`src/rtl/safety_alarm_pkg.sv`:
```
// Constants and carrier types for the safety request and motion monitor alarms
`default_nettype none
package safety_alarm_pkg;
	// Clock and discrepancy timing
	localparam int unsigned CLK_HZ = 100_000_000;
	localparam int unsigned DISCREPANCY_SEC = 10;
	localparam longint unsigned DISCREPANCY_CYCLES = longint'(DISCREPANCY_SEC) * longint'(CLK_HZ);
	localparam int TIMER_W = 32;
	// Widths of motion data and parameters
	localparam int SPEED_W = 16;
	localparam int DIST_W = 32;
	// Register index map, word addressed by byte address
	localparam logic [7:0] ADDR_STATUS = 8'h00;
	localparam logic [7:0] ADDR_MASK = 8'h04;
	localparam logic [7:0] ADDR_INPUT_STATE = 8'h08;
	localparam logic [7:0] ADDR_FUNC_SEL = 8'h0C;
	localparam logic [7:0] ADDR_SPEED_A = 8'h10;
	localparam logic [7:0] ADDR_DIST_A = 8'h14;
	localparam logic [7:0] ADDR_SPEED_B = 8'h18;
	localparam logic [7:0] ADDR_DIST_B = 8'h1C;
	localparam logic [7:0] ADDR_LATCHED = 8'h20;
	// Alarm bit positions in status, mask and latched registers
	localparam int BIT_FEEDBACK = 0;
	localparam int BIT_PAIR_A = 1;
	localparam int BIT_PAIR_B = 2;
	localparam int BIT_FUNC_A = 3;
	localparam int BIT_FUNC_B = 4;
	localparam int ALARM_W = 5;
	// Function select field positions
	localparam int FSEL_A_LSB = 0;
	localparam int FSEL_B_LSB = 4;
	localparam int FSEL_W = 4;
	// Reset values
	localparam logic [ALARM_W-1:0] MASK_RESET = 5'h1F;
	localparam logic [31:0] FUNC_SEL_RESET = 32'h0000_0000;

	// Safety function kinds
	typedef enum logic [1:0] {
		FUNC_NONE,
		decelerating_base_block,
		decelerating_position_monitoring,
		decelerating_limited_speed
	} safety_func_e;

	// Monitoring limits of one safety function
	typedef struct packed {
		safety_func_e func;
		logic [SPEED_W-1:0] speed_limit;
		logic [DIST_W-1:0] dist_limit;
	} func_limits_s;

	// Motor feedback sample
	typedef struct packed {
		logic [SPEED_W-1:0] speed;
		logic [DIST_W-1:0] distance;
		logic pos_error;
	} motor_fb_s;
endpackage
`default_nettype wire

```
`src/rtl/safety_alarm.sv`:
```
// Alarm logic for safety request inputs and motion monitoring
//
// Overview of operation
// - Pair A channel off without partner off in 10 s raises pair-A alarm.
// - Pair A channel on without partner on in 10 s raises pair-A alarm.
// - Pair B channel off without partner off in 10 s raises pair-B alarm.
// - Pair B channel on without partner on in 10 s raises pair-B alarm.
// - Current request channel states are readable as an input-state monitor.
// - Function A decelerating modes: speed above A limit raises function-A alarm.
// - Function A position monitoring: distance above A limit raises function-A alarm.
// - Function B decelerating modes: speed above B limit raises function-B alarm.
// - Function B position monitoring: distance above B limit raises function-B alarm.
// - Motor position data error raises feedback-data alarm.
//
// The placing of the registers and strobed register access were left to the implementer.
`default_nettype none
module safety_alarm #(
	parameter longint unsigned DISCREPANCY_LIMIT = safety_alarm_pkg::DISCREPANCY_CYCLES
) (
	input wire logic i_ref_clk,
	input wire logic i_reset,
	input wire logic i_request_a_channel_one,
	input wire logic i_request_a_channel_two,
	input wire logic i_request_b_channel_one,
	input wire logic i_request_b_channel_two,
	input wire safety_alarm_pkg::motor_fb_s i_motor_fb,
	input wire logic [7:0] i_addr,
	input wire logic [31:0] i_wdata,
	input wire logic i_wr,
	input wire logic i_rd,
	output logic [31:0] o_rdata,
	output logic [safety_alarm_pkg::ALARM_W-1:0] o_alarm,
	output logic o_irq
);
	localparam int AW = safety_alarm_pkg::ALARM_W;
	// Bit positions of the request channels in the synchronised vector
	localparam int SYNC_A_ONE = 0;
	localparam int SYNC_A_TWO = 1;
	localparam int SYNC_B_ONE = 2;
	localparam int SYNC_B_TWO = 3;

	// ==========================================================
	// Input synchronisers
	// ==========================================================
	logic [3:0] req_meta_reg;
	logic [3:0] req_sync_reg;

	// Two stages on the asynchronous request pins
	// Only the second stage is read; the first may still be settling
	always_ff @(posedge i_ref_clk) begin
		if (i_reset) begin
			req_meta_reg <= 4'h0;
			req_sync_reg <= 4'h0;
		end else begin
			req_meta_reg <= {i_request_b_channel_two, i_request_b_channel_one,
				i_request_a_channel_two, i_request_a_channel_one};
			req_sync_reg <= req_meta_reg;
		end
	end

	// ==========================================================
	// Pair discrepancy timers
	// ==========================================================
	logic pair_a_timeout;
	logic pair_b_timeout;

	// One timer per pair covers both on and off directions
	// The timers saturate, so a long fault can neither wrap nor clear itself
	pair_discrepancy #(.LIMIT_CYCLES(DISCREPANCY_LIMIT)) u_pair_a (
		.i_ref_clk(i_ref_clk),
		.i_reset(i_reset),
		.i_chan_one(req_sync_reg[SYNC_A_ONE]),
		.i_chan_two(req_sync_reg[SYNC_A_TWO]),
		.o_timeout(pair_a_timeout)
	);

	pair_discrepancy #(.LIMIT_CYCLES(DISCREPANCY_LIMIT)) u_pair_b (
		.i_ref_clk(i_ref_clk),
		.i_reset(i_reset),
		.i_chan_one(req_sync_reg[SYNC_B_ONE]),
		.i_chan_two(req_sync_reg[SYNC_B_TWO]),
		.o_timeout(pair_b_timeout)
	);

	// ==========================================================
	// Configuration registers
	// ==========================================================
	safety_alarm_pkg::func_limits_s limits_a_reg;
	safety_alarm_pkg::func_limits_s limits_b_reg;
	logic [AW-1:0] mask_reg;

	// Software writes of function selection and limits
	always_ff @(posedge i_ref_clk) begin
		if (i_reset) begin
			limits_a_reg <= '0;
			limits_b_reg <= '0;
		end else if (i_wr) begin
			unique case (i_addr)
				safety_alarm_pkg::ADDR_FUNC_SEL: begin
					limits_a_reg.func <= safety_alarm_pkg::safety_func_e'(
						i_wdata[safety_alarm_pkg::FSEL_A_LSB +: 2]);
					limits_b_reg.func <= safety_alarm_pkg::safety_func_e'(
						i_wdata[safety_alarm_pkg::FSEL_B_LSB +: 2]);
				end
				safety_alarm_pkg::ADDR_SPEED_A: begin
					limits_a_reg.speed_limit <= i_wdata[safety_alarm_pkg::SPEED_W-1:0];
				end
				safety_alarm_pkg::ADDR_DIST_A: begin
					limits_a_reg.dist_limit <= i_wdata;
				end
				safety_alarm_pkg::ADDR_SPEED_B: begin
					limits_b_reg.speed_limit <= i_wdata[safety_alarm_pkg::SPEED_W-1:0];
				end
				safety_alarm_pkg::ADDR_DIST_B: begin
					limits_b_reg.dist_limit <= i_wdata;
				end
				default: begin
				end
			endcase
		end
	end

	// Interrupt mask; all unmasked after reset
	// The mask gates only the interrupt; alarms latch whatever it holds
	always_ff @(posedge i_ref_clk) begin
		if (i_reset) begin
			mask_reg <= safety_alarm_pkg::MASK_RESET;
		end else if (i_wr && i_addr == safety_alarm_pkg::ADDR_MASK) begin
			mask_reg <= i_wdata[AW-1:0];
		end
	end

	// ==========================================================
	// Motion monitoring
	// ==========================================================
	// Speed is watched in every decelerating mode
	function automatic logic speed_watched(input safety_alarm_pkg::safety_func_e f);
		return f == safety_alarm_pkg::decelerating_base_block ||
			f == safety_alarm_pkg::decelerating_position_monitoring ||
			f == safety_alarm_pkg::decelerating_limited_speed;
	endfunction

	// Over-limit check for one safety function
	// Compares are strict, so a sample exactly at its limit is still legal
	function automatic logic func_violation(input safety_alarm_pkg::func_limits_s lim,
		input safety_alarm_pkg::motor_fb_s fb);
		logic over_speed;
		logic over_dist;
		over_speed = speed_watched(lim.func) && (fb.speed > lim.speed_limit);
		over_dist = (lim.func == safety_alarm_pkg::decelerating_position_monitoring) &&
			(fb.distance > lim.dist_limit);
		return over_speed || over_dist;
	endfunction

	logic func_a_viol;
	logic func_b_viol;
	assign func_a_viol = func_violation(limits_a_reg, i_motor_fb);
	assign func_b_viol = func_violation(limits_b_reg, i_motor_fb);

	// ==========================================================
	// Alarm latches and interrupt status
	// ==========================================================
	logic [AW-1:0] event_vec;
	logic [AW-1:0] latched_reg;
	logic [AW-1:0] status_reg;

	// Collect the alarm sources in bit order
	// Feedback is on this clock already, so it needs no synchroniser
	always_comb begin
		event_vec = '0;
		event_vec[safety_alarm_pkg::BIT_FEEDBACK] = i_motor_fb.pos_error;
		event_vec[safety_alarm_pkg::BIT_PAIR_A] = pair_a_timeout;
		event_vec[safety_alarm_pkg::BIT_PAIR_B] = pair_b_timeout;
		event_vec[safety_alarm_pkg::BIT_FUNC_A] = func_a_viol;
		event_vec[safety_alarm_pkg::BIT_FUNC_B] = func_b_viol;
	end

	// Alarms stay latched until restart; software cannot clear them
	always_ff @(posedge i_ref_clk) begin
		if (i_reset) begin
			latched_reg <= '0;
		end else begin
			latched_reg <= latched_reg | event_vec;
		end
	end

	// Sticky status, write one to clear; a new event wins over the clear
	always_ff @(posedge i_ref_clk) begin
		if (i_reset) begin
			status_reg <= '0;
		end else if (i_wr && i_addr == safety_alarm_pkg::ADDR_STATUS) begin
			status_reg <= (status_reg & ~i_wdata[AW-1:0]) | event_vec;
		end else begin
			status_reg <= status_reg | event_vec;
		end
	end

	assign o_alarm = latched_reg;
	assign o_irq = |(status_reg & mask_reg);

	// ==========================================================
	// Register read port
	// ==========================================================
	// Read data valid one cycle after the strobe, zero otherwise
	// A zero idle value keeps a stale word from being taken as an answer
	always_ff @(posedge i_ref_clk) begin
		if (i_reset || !i_rd) begin
			o_rdata <= 32'h0000_0000;
		end else begin
			unique case (i_addr)
				safety_alarm_pkg::ADDR_STATUS: o_rdata <= 32'(status_reg);
				safety_alarm_pkg::ADDR_MASK: o_rdata <= 32'(mask_reg);
				safety_alarm_pkg::ADDR_INPUT_STATE: o_rdata <= 32'(req_sync_reg);
				safety_alarm_pkg::ADDR_FUNC_SEL: begin
					o_rdata <= 32'(limits_a_reg.func) |
						(32'(limits_b_reg.func) << safety_alarm_pkg::FSEL_B_LSB);
				end
				safety_alarm_pkg::ADDR_SPEED_A: o_rdata <= 32'(limits_a_reg.speed_limit);
				safety_alarm_pkg::ADDR_DIST_A: o_rdata <= limits_a_reg.dist_limit;
				safety_alarm_pkg::ADDR_SPEED_B: o_rdata <= 32'(limits_b_reg.speed_limit);
				safety_alarm_pkg::ADDR_DIST_B: o_rdata <= limits_b_reg.dist_limit;
				safety_alarm_pkg::ADDR_LATCHED: o_rdata <= 32'(latched_reg);
				default: o_rdata <= 32'h0000_0000;
			endcase
		end
	end

	// ==========================================================
	// Assertion helpers
	// ==========================================================
	// Disagreement counts kept apart from the timers, so a slip in either shows up.
	// They saturate at the window like the timers and are read by assertions only.
	longint unsigned gap_a_reg;
	longint unsigned gap_b_reg;

	// Cycles that pair A has disagreed without a break
	always_ff @(posedge i_ref_clk) begin
		if (i_reset || (req_sync_reg[SYNC_A_ONE] == req_sync_reg[SYNC_A_TWO])) begin
			gap_a_reg <= 64'h0000_0000_0000_0000;
		end else if (gap_a_reg != DISCREPANCY_LIMIT) begin
			gap_a_reg <= gap_a_reg + 64'h0000_0000_0000_0001;
		end
	end

	// Cycles that pair B has disagreed without a break
	always_ff @(posedge i_ref_clk) begin
		if (i_reset || (req_sync_reg[SYNC_B_ONE] == req_sync_reg[SYNC_B_TWO])) begin
			gap_b_reg <= 64'h0000_0000_0000_0000;
		end else if (gap_b_reg != DISCREPANCY_LIMIT) begin
			gap_b_reg <= gap_b_reg + 64'h0000_0000_0000_0001;
		end
	end

	// ==========================================================
	// Assertions
	// ==========================================================
	// Pair timers, input monitor and request synchroniser
	a_pair_a_alarm: assert property (@(posedge i_ref_clk) disable iff (i_reset)
		pair_a_timeout |=> latched_reg[safety_alarm_pkg::BIT_PAIR_A])
		else $error("pair A timeout not latched");
	a_pair_a_agree: assert property (@(posedge i_ref_clk) disable iff (i_reset)
		(req_sync_reg[SYNC_A_ONE] == req_sync_reg[SYNC_A_TWO]) |=> !pair_a_timeout)
		else $error("pair A timeout while channels agree");
	a_pair_a_window: assert property (@(posedge i_ref_clk) disable iff (i_reset)
		pair_a_timeout == (gap_a_reg == DISCREPANCY_LIMIT))
		else $error("pair A window length wrong");
	a_pair_a_hold: assert property (@(posedge i_ref_clk) disable iff (i_reset)
		(pair_a_timeout && req_sync_reg[SYNC_A_ONE] != req_sync_reg[SYNC_A_TWO])
		|=> pair_a_timeout)
		else $error("pair A timeout dropped while channels disagree");
	a_pair_b_alarm: assert property (@(posedge i_ref_clk) disable iff (i_reset)
		pair_b_timeout |=> latched_reg[safety_alarm_pkg::BIT_PAIR_B])
		else $error("pair B timeout not latched");
	a_pair_b_agree: assert property (@(posedge i_ref_clk) disable iff (i_reset)
		(req_sync_reg[SYNC_B_ONE] == req_sync_reg[SYNC_B_TWO]) |=> !pair_b_timeout)
		else $error("pair B timeout while channels agree");
	a_pair_b_window: assert property (@(posedge i_ref_clk) disable iff (i_reset)
		pair_b_timeout == (gap_b_reg == DISCREPANCY_LIMIT))
		else $error("pair B window length wrong");
	a_pair_b_hold: assert property (@(posedge i_ref_clk) disable iff (i_reset)
		(pair_b_timeout && req_sync_reg[SYNC_B_ONE] != req_sync_reg[SYNC_B_TWO])
		|=> pair_b_timeout)
		else $error("pair B timeout dropped while channels disagree");
	a_input_monitor: assert property (@(posedge i_ref_clk) disable iff (i_reset)
		(i_rd && i_addr == safety_alarm_pkg::ADDR_INPUT_STATE) |=>
		o_rdata[3:0] == $past(req_sync_reg))
		else $error("input monitor read wrong");
	a_sync_stage: assert property (@(posedge i_ref_clk) disable iff (i_reset)
		!$past(i_reset) |-> (req_sync_reg == $past(req_meta_reg)))
		else $error("request synchroniser skipped a stage");

	// Motion monitoring and feedback
	a_func_a_speed: assert property (@(posedge i_ref_clk) disable iff (i_reset)
		(speed_watched(limits_a_reg.func) && i_motor_fb.speed > limits_a_reg.speed_limit)
		|=> latched_reg[safety_alarm_pkg::BIT_FUNC_A])
		else $error("function A speed alarm missed");
	a_func_a_dist: assert property (@(posedge i_ref_clk) disable iff (i_reset)
		(limits_a_reg.func == safety_alarm_pkg::decelerating_position_monitoring &&
		i_motor_fb.distance > limits_a_reg.dist_limit)
		|=> latched_reg[safety_alarm_pkg::BIT_FUNC_A])
		else $error("function A distance alarm missed");
	a_func_b_speed: assert property (@(posedge i_ref_clk) disable iff (i_reset)
		(speed_watched(limits_b_reg.func) && i_motor_fb.speed > limits_b_reg.speed_limit)
		|=> latched_reg[safety_alarm_pkg::BIT_FUNC_B])
		else $error("function B speed alarm missed");
	a_func_b_dist: assert property (@(posedge i_ref_clk) disable iff (i_reset)
		(limits_b_reg.func == safety_alarm_pkg::decelerating_position_monitoring &&
		i_motor_fb.distance > limits_b_reg.dist_limit)
		|=> latched_reg[safety_alarm_pkg::BIT_FUNC_B])
		else $error("function B distance alarm missed");
	a_func_a_quiet: assert property (@(posedge i_ref_clk) disable iff (i_reset)
		(limits_a_reg.func == safety_alarm_pkg::FUNC_NONE) |-> !func_a_viol)
		else $error("function A alarm without a monitoring mode");
	a_func_b_quiet: assert property (@(posedge i_ref_clk) disable iff (i_reset)
		(limits_b_reg.func == safety_alarm_pkg::FUNC_NONE) |-> !func_b_viol)
		else $error("function B alarm without a monitoring mode");
	a_feedback_err: assert property (@(posedge i_ref_clk) disable iff (i_reset)
		i_motor_fb.pos_error |=> o_alarm[safety_alarm_pkg::BIT_FEEDBACK] ##1
		o_alarm[safety_alarm_pkg::BIT_FEEDBACK])
		else $error("feedback alarm not raised");

	// Latches, status, interrupt and read port
	a_alarm_sticky: assert property (@(posedge i_ref_clk) disable iff (i_reset)
		$past(i_reset) || (latched_reg == ($past(latched_reg) | $past(event_vec))))
		else $error("latched alarm dropped");
	a_status_set: assert property (@(posedge i_ref_clk) disable iff (i_reset)
		(event_vec != '0) |=> ((status_reg & $past(event_vec)) == $past(event_vec)))
		else $error("status event lost");
	a_irq_level: assert property (@(posedge i_ref_clk) disable iff (i_reset)
		((event_vec & mask_reg) != '0 && !i_wr) |=> o_irq)
		else $error("irq not raised by unmasked event");
	a_mask_irq: assert property (@(posedge i_ref_clk) disable iff (i_reset)
		(mask_reg == '0) |-> !o_irq)
		else $error("irq raised while fully masked");
	a_rdata_idle: assert property (@(posedge i_ref_clk) disable iff (i_reset)
		!i_rd |=> (o_rdata == 32'h0000_0000))
		else $error("read data outside the answer cycle");
	a_status_read: assert property (@(posedge i_ref_clk) disable iff (i_reset)
		(i_rd && i_addr == safety_alarm_pkg::ADDR_STATUS) |=>
		(o_rdata[AW-1:0] == $past(status_reg)))
		else $error("status read wrong");
	a_latched_read: assert property (@(posedge i_ref_clk) disable iff (i_reset)
		(i_rd && i_addr == safety_alarm_pkg::ADDR_LATCHED) |=>
		(o_rdata[AW-1:0] == $past(latched_reg)))
		else $error("latched alarm read wrong");
	a_mask_read: assert property (@(posedge i_ref_clk) disable iff (i_reset)
		(i_rd && i_addr == safety_alarm_pkg::ADDR_MASK) |=>
		(o_rdata[AW-1:0] == $past(mask_reg)))
		else $error("mask read wrong");
endmodule
`default_nettype wire

```
`src/rtl/pair_discrepancy.sv`:
```
// Discrepancy timer for one dual-channel safety request pair
`default_nettype none
module pair_discrepancy #(
	parameter longint unsigned LIMIT_CYCLES = safety_alarm_pkg::DISCREPANCY_CYCLES
) (
	input wire logic i_ref_clk,
	input wire logic i_reset,
	input wire logic i_chan_one,
	input wire logic i_chan_two,
	output logic o_timeout
);
	localparam int W = safety_alarm_pkg::TIMER_W + 8;
	localparam logic [W-1:0] LIMIT = W'(LIMIT_CYCLES);
	logic [W-1:0] count_reg;

	// Count while channels disagree; agreement restarts the window
	always_ff @(posedge i_ref_clk) begin
		if (i_reset || (i_chan_one == i_chan_two)) begin
			count_reg <= '0;
		end else if (count_reg != LIMIT) begin
			count_reg <= count_reg + W'(1);
		end
	end

	// Timeout when the disagreement reaches the full window
	assign o_timeout = (count_reg == LIMIT);
endmodule
`default_nettype wire

```
`config.mk`:
```
export PLATFORM = sky130hd
export DESIGN_NAME = safety_alarm
export DESIGN_NICKNAME = d
export VERILOG_FILES = /design/src/rtl/safety_alarm_pkg.sv /design/src/rtl/safety_alarm.sv /design/src/rtl/pair_discrepancy.sv
export SDC_FILE = /design/constraint.sdc
export NUM_CORES = 1
export LEC_CHECK = 0
export ABC_AREA = 1
export BUFFER_PORTS_ARGS = -buffer_cell sky130_fd_sc_hd__buf_2
export CORE_ASPECT_RATIO = 1.4
export CORE_UTILIZATION = 45
export DETAILED_ROUTE_END_ITERATION = 16
export HOLD_SLACK_MARGIN = 0.03
export PLACE_DENSITY = 0.63
export SLEW_MARGIN = 20
export SYNTH_ARGS = -nofsm -noshare
export SYNTH_HDL_FRONTEND = slang
export SYNTH_HIERARCHICAL = 1
export SYNTH_SLANG_ARGS = --single-unit
```
`constraint.sdc`:
```
create_clock -name i_ref_clk -period 2 [get_ports i_ref_clk]
set_input_delay 0.1 -clock i_ref_clk [delete_from_list [all_inputs] [get_ports i_ref_clk]]
set_output_delay 0.1 -clock i_ref_clk [all_outputs]
set_load 0.03 [all_outputs]
```
==> reports/qor.json, run 1 <==
{
  "coreArea": {"value": 28600, "unit": "um^2"},
  "critical_path_arrival": {"value": 2250, "unit": "ps"},
  "dieHeight": {"value": 204, "unit": "um"},
  "via_per_instance_ratio": {"value": 5.19},
  "max-slew-margin-rel": {"value": 0.591},
  "number_of_input_and_output_port_buffers_inserted": {"value": 134},
  "run_status": {"value": "finished clean"},
  "final_min_period_over_clock_period": {"value": 0.912},
  "worst_r2r_startpoint": {"value": "limits_b_reg[45]$_SDFFE_PP0P_"},
  "synth_area_leaders": {"value": "dfxtp_1, nand2_1, ha_1"},
  "synth_area_leader_cell": {"value": "dfxtp_1"},
  "critical_path.startpoint_type": {"value": "register"},
  "leakage": {"value": 6.20, "unit": "nW"},
  "kind_of_end_point_of_the_critical_path": {"value": "register"},
  "syn_avg_cell_area": {"value": 6.84, "unit": "um^2"},
  "design.die.area": {"value": 30000, "unit": "um^2"},
  "cts_tree": {"value": "done"},
  "first_global_vias": {"value": 12500},
  "fillerInstances": {"value": 2862},
  "synthCells": {"value": 1926},
  "clock-skew-final": {"value": 13.2, "unit": "ps"},
  "worst_path_max_delay_cell": {"value": "dfxtp_1"},
  "grt_overflow": {"value": 0},
  "clockRootBuffer": {"value": "clkbuf_16"},
  "cts_hold_repair.buffers": {"value": 41},
  "fmax": {"value": 0.548, "unit": "GHz"},
  "final_layout_size_suffix_gt1_frac": {"value": 0.130},
  "floorplan.initialDensity": {"value": 0.461},
  "clock_latency_reported_for_the_late_side_of_the_worst_skew_pair": {"value": 540, "unit": "ps"},
  "r2r_endpoint": {"value": "status_reg[4]$_SDFF_PP0_"},
  "grt_first_pass_wirelength": {"value": 63000, "unit": "um"},
  "area_growth_from_synthesis_to_layout": {"value": 18.3, "unit": "%"},
  "design.portCount": {"value": 135},
  "synth-seq-area-share": {"value": 0.357},
  "finalWirelength": {"value": 39800, "unit": "um"},
  "final-hold-violation-count": {"value": 0},
  "post_drt_wl_per_cell": {"value": 16.0, "unit": "um"},
  "global_route.usage.total": {"value": 0.266},
  "drtAntennaViolNets": {"value": 0},
  "cap_viol_max_count": {"value": 0},
  "final_nets": {"value": 2295},
  "detailedPlace.worstSlack": {"value": 106, "unit": "ps"},
  "worst_setup_hold_path_clk_slew": {"value": 70, "unit": "ps"},
  "post-synth-top-area-fraction": {"value": 0.357},
  "layout_commonest_cell": {"value": "nand2_1"},
  "detailed_route_drc_error_count": {"value": 0},
  "multi_input_comb_area": {"value": 7280, "unit": "um^2"},
  "layout_min_cycle_time": {"value": 1820, "unit": "ps"},
  "post_cts_buffers": {"value": 0},
  "final.setup.worst_slack": {"value": 176, "unit": "ps"},
  "worst_setup_path_type": {"value": "register to register"},
  "rr_worst_depth": {"value": 10},
  "critical_path_peak_fanout": {"value": 2},
  "synth_seq_cells": {"value": 235},
  "fin_total_pwr": {"value": 10.7, "unit": "mW"},
  "die_x": {"value": 147, "unit": "um"},
  "critPathTopFamily": {"value": "simple AND/OR/NAND/NOR gates"},
  "number_of_buffers_created_by_cts": {"value": 25},
  "tritoncts_num_sinks": {"value": 235},
  "final_wtd_congestion": {"value": 0.912},
  "holdCritPathClass": {"value": "primary input to register"},
  "regArea": {"value": 4700, "unit": "um^2"},
  "dp_hpwl": {"value": 30400, "unit": "um"},
  "worst-endpoint-required": {"value": 2430, "unit": "ps"},
  "synthesis.area": {"value": 13200, "unit": "um^2"},
  "worst_hold_startpoint": {"value": "i_addr[4]"},
  "timing.hold.worst_path_depth": {"value": 4},
  "worst_path_largest_cell_delay": {"value": 340, "unit": "ps"},
  "cp.buffers_inverters": {"value": 3},
  "drt_first_pass_iters": {"value": 5},
  "final_max_slew_viol_count": {"value": 0},
  "detailedRoute.firstIterationViolations": {"value": 633},
  "placement_rows": {"value": 73},
  "syn_nets": {"value": 2123},
  "grt_start_max_net_pins": {"value": 65},
  "antenna_violations_before_repair": {"value": 3},
  "clockBufferDepth": {"value": 3},
  "hold-path-endpoint": {"value": "o_rdata[0]$_SDFF_PP0_"},
  "timing_worst_slew_pin_value": {"value": 610, "unit": "ps"},
  "most_common_cell_on_crit_path": {"value": "inv_1"},
  "ys_warn_count": {"value": 6},
  "worstPathCellList": {"value": "inv_1, ha_1, nand4_1, or2_2, inv_1, a31oi_1, nand2_1, nand3_1, nand2_1, inv_1"},
  "setup_viol_count_final": {"value": 0},
  "reg2reg_setup_slack": {"value": 180, "unit": "ps"},
  "power.density": {"value": 686, "unit": "nW/um^2"},
  "ctsResizeCount": {"value": 0},
  "worst_vdd_rail_ir_drop": {"value": 0.000712, "unit": "V"},
  "rsz0062_at_grt": {"value": "no"},
  "finalSetupTns": {"value": 0, "unit": "ps"},
  "netlist-cell-type-count": {"value": 42},
  "h_tree_level_count": {"value": 1},
  "final_cell_mix": {"value": "nand2_1, nor2_1, a21oi_1"},
  "via_count": {"value": 12900}
}
[metrics by stage]
stage                     utilization  hold WS, ps  instances  area (um^2)
after floorplan                     -          169       1926        13200
after global placement          0.498          318       2405        14200
after detailed placement        0.498          319       2405        14200
after CTS                       0.545         37.0       2490        15600
after global routing            0.545         93.8       2490        15600
final                           0.545         67.6       2492        15600
[cell type report]
class | instances | share of cell area
inverters | 247 | 0.0595
flip-flops and latches | 235 | 0.302
multi-input cells | 1391 | 0.468
clock inverters | 14 | 0.0153
well taps | 375 | 0.0301
clock buffers | 30 | 0.0439
repair buffers | 198 | 0.0813
diodes | 2 | 0.000321
[cell families after synthesis]
family | share of synthesized area
adders and majority gates | 0.0950
DFF | 0.357
buffers and inverters | 0.0900
xor gates and xnor gates | 0.00133
AOI/OAI and AO/OA | 0.175
and+or+nand+nor | 0.282
[power breakdown]
| part | switching, mW | internal [mW] |
|---|---|---|
| clock | 2.05 | 3.22 |
| combinational | 0.411 | 0.300 |
| sequential | 0.0150 | 4.70 |
[worst min-delay path: cells and delay by family]
kind	cells	cell delay, ps
AO/OA/AOI/OAI	2	270
buffers and inverters	1	90
AND/OR/NAND/NOR	1	100
[cell usage after synthesis]
master	instances
o21ai_2	2
nand2_4	5
o2111ai_1	1
a21o_1	2
a41oi_1	5
nor3_1	20
nor2_4	8
nand3_2	2
o211ai_1	6
or2_0	4
o21ai_0	137
o221ai_1	2
a211oi_1	1
o21bai_2	1
nand3_1	66
a31oi_1	7
or2_2	4
o21a_1	6
nor3b_1	2
nand2_1	413
clkbuf_2	2
buf_2	16
inv_2	10
buf_6	3
buf_1	4
dfxtp_1	235
nor2_8	2
xor2_1	2
clkbuf_1	24
nand3b_1	9
buf_4	4
a21oi_1	239
o31ai_1	1
o22ai_1	16
ha_1	100
nand2_2	17
nor3_4	3
nor2_2	21
o21ai_1	12
nand4_1	29
inv_1	237
nor2_1	246
[how the worst max path moves through the flow]
stage,slack (ps),from,cells after the start,endpoint
3_5_place_dp,110,i_addr[6],9,limits_b_reg[8]$_SDFFE_PP0P_
3_3_place_gp,140,i_addr[1],8,o_rdata[15]$_SDFF_PP0_
2_1_floorplan,490,limits_a_reg[43]$_SDFFE_PP0P_,12,o_alarm[3]$_SDFF_PP0_
5_1_grt,10,u_pair_a/count_reg[0]$_SDFFE_PP0P_,10,u_pair_a/count_reg[36]$_SDFFE_PP0P_
6_report,180,limits_b_reg[45]$_SDFFE_PP0P_,10,status_reg[4]$_SDFF_PP0_
4_1_cts,180,limits_b_reg[45]$_SDFFE_PP0P_,10,status_reg[4]$_SDFF_PP0_
[routing by layer]
layer  up-vias  share of wire  GRT usage  routed length [um]
met3       102          0.048     0.0404                1910
met1      5873           0.39      0.282               15600
met4         2          0.048      0.139                1910
li1       6642              -          -                   -
met5         -        0.00020          0                   8
met2       306           0.51      0.504               20400
(Power assumes the default switching activity.)
==> run 2, diff against run 1 <==
ABC_AREA = not set   (was 1)
PLACE_DENSITY = 0.64   (was 0.63)
==> run 2 against run 1 <==
  * The flow now finishes with violations (setup timing)
  * Maximum frequency shrank 19%
  * Clock skew shrank 5.3 ps
  * Non-clock buffer count grew 109
  * Largest power group is now sequential cells
  * Sequential share of layout area grew 0.29 points
==> reports/qor.json, run 2 <==
{
  "ys_warn_count": {"value": 6},
  "dieHeight": {"value": 196, "unit": "um"},
  "synthCells": {"value": 1488},
  "run_status": {"value": "finished, violations left"},
  "layout_min_cycle_time": {"value": 2250, "unit": "ps"},
  "via_per_instance_ratio": {"value": 5.49},
  "detailed_place.area": {"value": 14000, "unit": "um^2"},
  "dp_hpwl": {"value": 24900, "unit": "um"},
  "critical_path.startpoint_type": {"value": "register"},
  "ys_top_cells_by_count": {"value": "nand2_1, dfxtp_1, a21oi_1, nor2_1, inv_1"},
  "antenna_violations_before_repair": {"value": 3},
  "clockRootBuffer": {"value": "clkbuf_16"},
  "post_drt_wl_per_cell": {"value": 16.5, "unit": "um"},
  "final_min_period_over_clock_period": {"value": 1.13},
  "die_x": {"value": 141, "unit": "um"},
  "grt_first_pass_wirelength": {"value": 55900, "unit": "um"},
  "final_wtd_congestion": {"value": 0.910},
  "layout_commonest_cell": {"value": "nand2_1"},
  "fmax": {"value": 0.444, "unit": "GHz"},
  "area_growth_from_synthesis_to_layout": {"value": 28.1, "unit": "%"},
  "coreArea": {"value": 26300, "unit": "um^2"},
  "worst_setup_hold_path_clk_slew": {"value": 60, "unit": "ps"},
  "clockBufferDepth": {"value": 3},
  "max-slew-margin-rel": {"value": 0.475},
  "detailedRoute.firstIterationViolations": {"value": 532},
  "final_cell_mix": {"value": "nand2_1, dfxtp_1, a21oi_1"},
  "final.setup.worst_slack": {"value": -253, "unit": "ps"},
  "post-synth-top-area-fraction": {"value": 0.389},
  "worst-endpoint-required": {"value": 2440, "unit": "ps"},
  "library_cell_with_the_highest_instance_count_after_synthesis": {"value": "nand2_1"},
  "via_count": {"value": 11500},
  "layout.core_utilization": {"value": 0.590},
  "worst_path_max_delay_cell": {"value": "or4b_4"},
  "finalWirelength": {"value": 34700, "unit": "um"},
  "count_of_flip_flops_with_a_built_in_enable_after_synthesis": {"value": 0},
  "final_area": {"value": 15500, "unit": "um^2"},
  "clock_latency_reported_for_the_late_side_of_the_worst_skew_pair": {"value": 520, "unit": "ps"},
  "finalSetupTns": {"value": -453, "unit": "ps"},
  "clock-skew-final": {"value": 7.84, "unit": "ps"},
  "synthesis.area": {"value": 12100, "unit": "um^2"},
  "syn_avg_cell_area": {"value": 8.13, "unit": "um^2"},
  "worst_setup_path_type": {"value": "register to register"},
  "ys_dominant_reg_cell": {"value": "dfxtp_1"},
  "stdcell_count": {"value": 2095},
  "synth_area_leader_cell": {"value": "dfxtp_1"},
  "floorplan.initialDensity": {"value": 0.460},
  "synth_area_leaders": {"value": "dfxtp_1, ha_1, nand2_1"},
  "final_layout_size_suffix_gt1_frac": {"value": 0.211},
  "timing_worst_slew_pin_value": {"value": 787, "unit": "ps"},
  "h_tree_level_count": {"value": 1},
  "final-hold-violation-count": {"value": 0},
  "final_nets": {"value": 1954},
  "synth-async-reset-ratio": {"value": 0},
  "grt_start_max_net_pins": {"value": 121},
  "leakage": {"value": 5.81, "unit": "nW"},
  "kind_of_end_point_of_the_critical_path": {"value": "register"},
  "fin_total_pwr": {"value": 10.1, "unit": "mW"},
  "global_route.usage.total": {"value": 0.251},
  "final_max_slew_viol_count": {"value": 0},
  "setup_viol_count_final": {"value": 2},
  "worst_vdd_rail_ir_drop": {"value": 0.000537, "unit": "V"},
  "worstPathCellList": {"value": "inv_2, ha_4, nand4_4, or4_4, or4b_4, a31oi_4, nor2_1, a31oi_1"},
  "drtAntennaViolNets": {"value": 0},
  "design.portCount": {"value": 135},
  "netlist-cell-type-count": {"value": 60},
  "fillerInstances": {"value": 2415},
  "synth_seq_cells": {"value": 235},
  "worst_path_largest_cell_delay": {"value": 550, "unit": "ps"},
  "power.density": {"value": 651, "unit": "nW/um^2"},
  "critical_path_peak_fanout": {"value": 2},
  "rsz0062_at_grt": {"value": "yes"},
  "number_of_input_and_output_port_buffers_inserted": {"value": 134},
  "drt_first_pass_iters": {"value": 5},
  "cts_tree": {"value": "done"},
  "grt_overflow": {"value": 0},
  "critical_path_arrival": {"value": 2700, "unit": "ps"},
  "number_of_buffers_created_by_cts": {"value": 25},
  "syn_nets": {"value": 1685},
  "violations": {"value": "setup timing"},
  "detailed_route_drc_error_count": {"value": 0},
  "placement_rows": {"value": 70},
  "holdCritPathClass": {"value": "primary input to register"},
  "synth-seq-area-share": {"value": 0.389},
  "cap_viol_max_count": {"value": 0},
  "tritoncts_num_sinks": {"value": 235},
  "first_global_vias": {"value": 11500},
  "post-place-cells": {"value": 2010},
  "design.die.area": {"value": 27600, "unit": "um^2"}
}
## run 2: cell families (layout without fill, tap and decap cells)
| group | after synthesis | after routing | synth area share |
|---|---|---|---|
| adder cells (fa/ha/maj) | 100 | 100 | 0.103 |
| multiplexers | 8 | 8 | 0.00662 |
| other | 0 | 1 | 0 |
| buffers and inverters | 177 | 459 | 0.0575 |
| flip-flops | 235 | 235 | 0.389 |
| XOR/XNOR | 68 | 68 | 0.0492 |
| AO/OA/AOI/OAI | 286 | 286 | 0.141 |
| AND/OR/NAND/NOR | 614 | 614 | 0.253 |
## run 2: power by group
| part | switching [mW] | internal (mW) |
|---|---|---|
| clock network | 1.87 | 2.80 |
| logic | 0.379 | 0.340 |
| registers | 0.0107 | 4.70 |
| total | 2.26 | 7.83 |
## run 2: metal layers
layer  wire length, um  global-route usage  vias to the layer above  share of wire
met2             18000               0.474                      317           0.52
met5                33                   0                        -        0.00095
met1             13500               0.276                     5369           0.39
met4              1390               0.120                        4          0.040
met3              1820              0.0312                       95          0.053
li1                  -                   -                     5712              -
## run 2: through the flow
step,worst slack (ps),hold WS [ps]
finish,-253,112
global route,-333,92.5
CTS,-253,87.4
detailed placement,-352,320
global placement,-339,312
floorplan,-163,217
## run 2: cell type report
| cell class | count | area (um^2) | share of cell area |
|---|---|---|---|
| clock buffer | 32 | 692 | 0.0446 |
| clock inverter | 8 | 118 | 0.00759 |
| tap | 324 | 405 | 0.0262 |
| inverter | 112 | 420 | 0.0271 |
| antenna | 1 | 2.50 | 0.000161 |
| timing repair buffer | 307 | 2150 | 0.139 |
| sequential | 235 | 4720 | 0.305 |
| multi-input combinational | 1076 | 6990 | 0.451 |
## run 2: worst paths after layout
path | start | end | slack [ps] | cells after the start
setup reg to reg | limits_a_reg[31]$_SDFFE_PP0P_ | status_reg[3]$_SDFF_PP0_ | -250 | 8
setup / recovery | limits_a_reg[31]$_SDFFE_PP0P_ | status_reg[3]$_SDFF_PP0_ | -250 | 8
hold reg to reg | req_meta_reg[2]$_SDFF_PP0_ | req_sync_reg[2]$_SDFF_PP0_ | 440 | 1
hold / removal | i_rd | o_rdata[9]$_SDFF_PP0_ | 110 | 3
## run 2: repair_timing
item,CTS,global route
pin swaps,16,10
endpoints found under the hold margin,113,0
setup buffers,2,2
hold buffers,40,0
endpoints found under the setup margin,4,6
gates resized for setup,21,28
gates cloned,0,0
## run 2: worst max-delay path: cells and delay by family, from the launching register on
kind            cells  cell delay (ps)
buf+inv             1               40
fa+ha+maj           1              270
flops               1              330
simple gates        4             1210
compound gates      2              330
==> run 3, diff against run 2 <==
--- a/config.mk
+++ b/config.mk
@@ -6,4 +6,5 @@
 export NUM_CORES = 1
 export LEC_CHECK = 0
+export ABC_AREA = 1
 export BUFFER_PORTS_ARGS = -buffer_cell sky130_fd_sc_hd__buf_2
 export CORE_ASPECT_RATIO = 1.4
==> constraint.sdc (replaced) <==
create_clock -name i_ref_clk -period 2 [get_ports i_ref_clk]
set_input_delay 0.1 -clock i_ref_clk [delete_from_list [all_inputs] [get_ports i_ref_clk]]
set_output_delay 0.1 -clock i_ref_clk [all_outputs]
set_load 0.1 [all_outputs]
==> run 3 against run 2 <==
  * The run now ends clean
  * Final area is 0.44% higher
  * Total power is 0.48% higher
  * Count of clock-buffer cells in the layout is 3 higher
  * Via count is 12% higher
  * Critical path type unchanged
==> reports/qor.json, run 3 (synthesis gave the netlist of run 1 again) <==
{
  "switchingPower": {"value": 2.39, "unit": "mW"},
  "finalSetupTns": {"value": 0, "unit": "ps"},
  "p_seq_frac": {"value": 0.465},
  "power.share.clock": {"value": 0.461},
  "critical_path_arrival": {"value": 2330, "unit": "ps"},
  "fillerInstances": {"value": 2887},
  "cts_tree": {"value": "done"},
  "insertedDiodeCount": {"value": 0},
  "sw_frac_of_total": {"value": 0.236},
  "detailed_route_drc_error_count": {"value": 0},
  "drt_first_pass_iters": {"value": 5},
  "layout_min_cycle_time": {"value": 1900, "unit": "ps"},
  "power.share.combinational": {"value": 0.074},
  "clockBufferDepth": {"value": 3},
  "internal-power": {"value": 7.75, "unit": "mW"},
  "grt_start_max_net_pins": {"value": 65},
  "final_max_slew_viol_count": {"value": 0},
  "dp_hpwl": {"value": 30400, "unit": "um"},
  "fin_total_pwr": {"value": 10.1, "unit": "mW"},
  "most_common_cell_on_crit_path": {"value": "inv_1"},
  "timing.hold.worst_path_depth": {"value": 4},
  "final_cell_mix": {"value": "nand2_1, nor2_1, a21oi_1"},
  "r2r_endpoint": {"value": "status_reg[4]$_SDFF_PP0_"},
  "hold_ws": {"value": 61.7, "unit": "ps"},
  "drtAntennaViolNets": {"value": 0},
  "layout_commonest_cell": {"value": "nand2_1"},
  "worst_path_max_delay_cell": {"value": "ha_1"},
  "run_status": {"value": "finished clean"},
  "layout.core_utilization": {"value": 0.544},
  "grt_overflow": {"value": 0},
  "detailedRoute.firstIterationViolations": {"value": 537},
  "setup_viol_count_final": {"value": 0},
  "final.setup.worst_slack": {"value": 99.9, "unit": "ps"},
  "leakage": {"value": 6.21, "unit": "nW"},
  "clock-skew-final": {"value": 29.7, "unit": "ps"},
  "dieHeight": {"value": 204, "unit": "um"},
  "clock_latency_reported_for_the_late_side_of_the_worst_skew_pair": {"value": 560, "unit": "ps"},
  "power.density": {"value": 651, "unit": "nW/um^2"},
  "holdCritPathClass": {"value": "primary input to register"},
  "timing_worst_slew_pin_value": {"value": 640, "unit": "ps"},
  "number_of_buffers_created_by_cts": {"value": 25},
  "area_growth_from_synthesis_to_layout": {"value": 18.1, "unit": "%"},
  "finalWirelength": {"value": 39300, "unit": "um"},
  "cap_viol_max_count": {"value": 0},
  "final_area": {"value": 15600, "unit": "um^2"},
  "first_global_vias": {"value": 12700},
  "worst_path_largest_cell_delay": {"value": 310, "unit": "ps"},
  "post_drt_wl_per_cell": {"value": 15.7, "unit": "um"},
  "global_route.usage.total": {"value": 0.267},
  "worst_r2r_startpoint": {"value": "limits_b_reg[43]$_SDFFE_PP0P_"},
  "rr_worst_depth": {"value": 12},
  "h_tree_level_count": {"value": 1},
  "regArea": {"value": 4700, "unit": "um^2"},
  "worstPathCellList": {"value": "inv_1, ha_1, nand2_1, inv_1, nand3_1, or2_2, inv_1, a31oi_1, nand2_1, nand3_1, nand2_1, inv_1"},
  "floorplan.initialDensity": {"value": 0.461},
  "detailed_place.area": {"value": 14300, "unit": "um^2"},
  "final_layout_size_suffix_gt1_frac": {"value": 0.132},
  "worst_setup_path_type": {"value": "register to register"},
  "critical_path.startpoint_type": {"value": "register"},
  "hold-path-endpoint": {"value": "limits_a_reg[36]$_SDFFE_PP0P_"},
  "worst_setup_hold_path_clk_slew": {"value": 60, "unit": "ps"},
  "reg2reg_setup_slack": {"value": 100, "unit": "ps"},
  "fmax": {"value": 0.526, "unit": "GHz"},
  "design.die.area": {"value": 30000, "unit": "um^2"},
  "final-hold-violation-count": {"value": 0},
  "multi_input_comb_area": {"value": 7290, "unit": "um^2"},
  "final_nets": {"value": 2302},
  "grt_first_pass_wirelength": {"value": 63200, "unit": "um"},
  "kind_of_end_point_of_the_critical_path": {"value": "register"},
  "antenna_violations_before_repair": {"value": 3},
  "placement_rows": {"value": 73},
  "tritoncts_num_sinks": {"value": 235},
  "final_min_period_over_clock_period": {"value": 0.950},
  "final_wtd_congestion": {"value": 0.965},
  "coreArea": {"value": 28600, "unit": "um^2"},
  "rsz0062_at_grt": {"value": "no"},
  "post_cts_buffers": {"value": 0},
  "worst_vdd_rail_ir_drop": {"value": 0.000576, "unit": "V"},
  "via_count": {"value": 12800},
  "post-place-cells": {"value": 2409},
  "stdcell_count": {"value": 2496},
  "die_x": {"value": 147, "unit": "um"},
  "design.portCount": {"value": 135},
  "number_of_input_and_output_port_buffers_inserted": {"value": 134},
  "max-slew-margin-rel": {"value": 0.573},
  "detailedPlace.worstSlack": {"value": 161, "unit": "ps"},
  "critical_path_peak_fanout": {"value": 3},
  "via_per_instance_ratio": {"value": 5.14},
  "clockRootBuffer": {"value": "clkbuf_16"},
  "worst-endpoint-required": {"value": 2430, "unit": "ps"},
  "worst_hold_startpoint": {"value": "i_wr"}
}
## run 3: how the worst max path moves through the flow
| stage | from | endpoint | slack, ps | cells past startpoint |
|---|---|---|---|---|
| 4_1_cts | status_reg[2]$_SDFF_PP0_ | o_irq | 40 | 5 |
| 5_1_grt | i_addr[4] | status_reg[0]$_SDFF_PP0_ | 9 | 12 |
| 6_report | limits_b_reg[43]$_SDFFE_PP0P_ | status_reg[4]$_SDFF_PP0_ | 100 | 12 |
| 3_3_place_gp | u_pair_a/count_reg[0]$_SDFFE_PP0P_ | u_pair_a/count_reg[36]$_SDFFE_PP0P_ | 200 | 10 |
| 2_1_floorplan | mask_reg[4]$_SDFFE_PP1P_ | o_irq | 90 | 2 |
| 3_5_place_dp | i_addr[1] | limits_b_reg[46]$_SDFFE_PP0P_ | 160 | 9 |
## run 3: critical path, delay by kind of cell (launching register included)
kind	cells	cell delay (ps)
simple gates	6	790
fa+ha+maj	1	310
flops	1	300
buf+inv	4	290
compound gates	1	80
## run 3: routing by layer
metal | up-vias | track usage | routed length, um
met5 | - | 0 | 24
met1 | 5762 | 0.279 | 15300
met3 | 116 | 0.0350 | 1610
li1 | 6649 | - | -
met2 | 308 | 0.508 | 20300
met4 | 4 | 0.150 | 2020
## run 3: area by class of cell
| class | count | share of cell area |
|---|---|---|
| clock buffer | 35 | 0.0484 |
| sequential | 235 | 0.302 |
| clock inverter | 8 | 0.00442 |
| multi-input combinational | 1391 | 0.468 |
| tap | 375 | 0.0301 |
| timing repair buffer | 205 | 0.0870 |
| inverter | 247 | 0.0596 |
## run 3: timing repair
item                                    CTS  global route
hold buffers                             44             0
endpoints found under the hold margin   120             0
endpoints found under the setup margin    0             2
resized for setup                         0             3
## run 3: power groups by stage
stage | clock (mW) | combinational, mW | sequential (mW)
detailed placement | 0 | 0.675 | 4.82
floorplan | 0 | 0.377 | 4.83
global placement | 0 | 0.657 | 4.82
CTS | 4.77 | 0.745 | 4.71
finish | 4.68 | 0.747 | 4.71
global route | 4.97 | 0.847 | 4.71
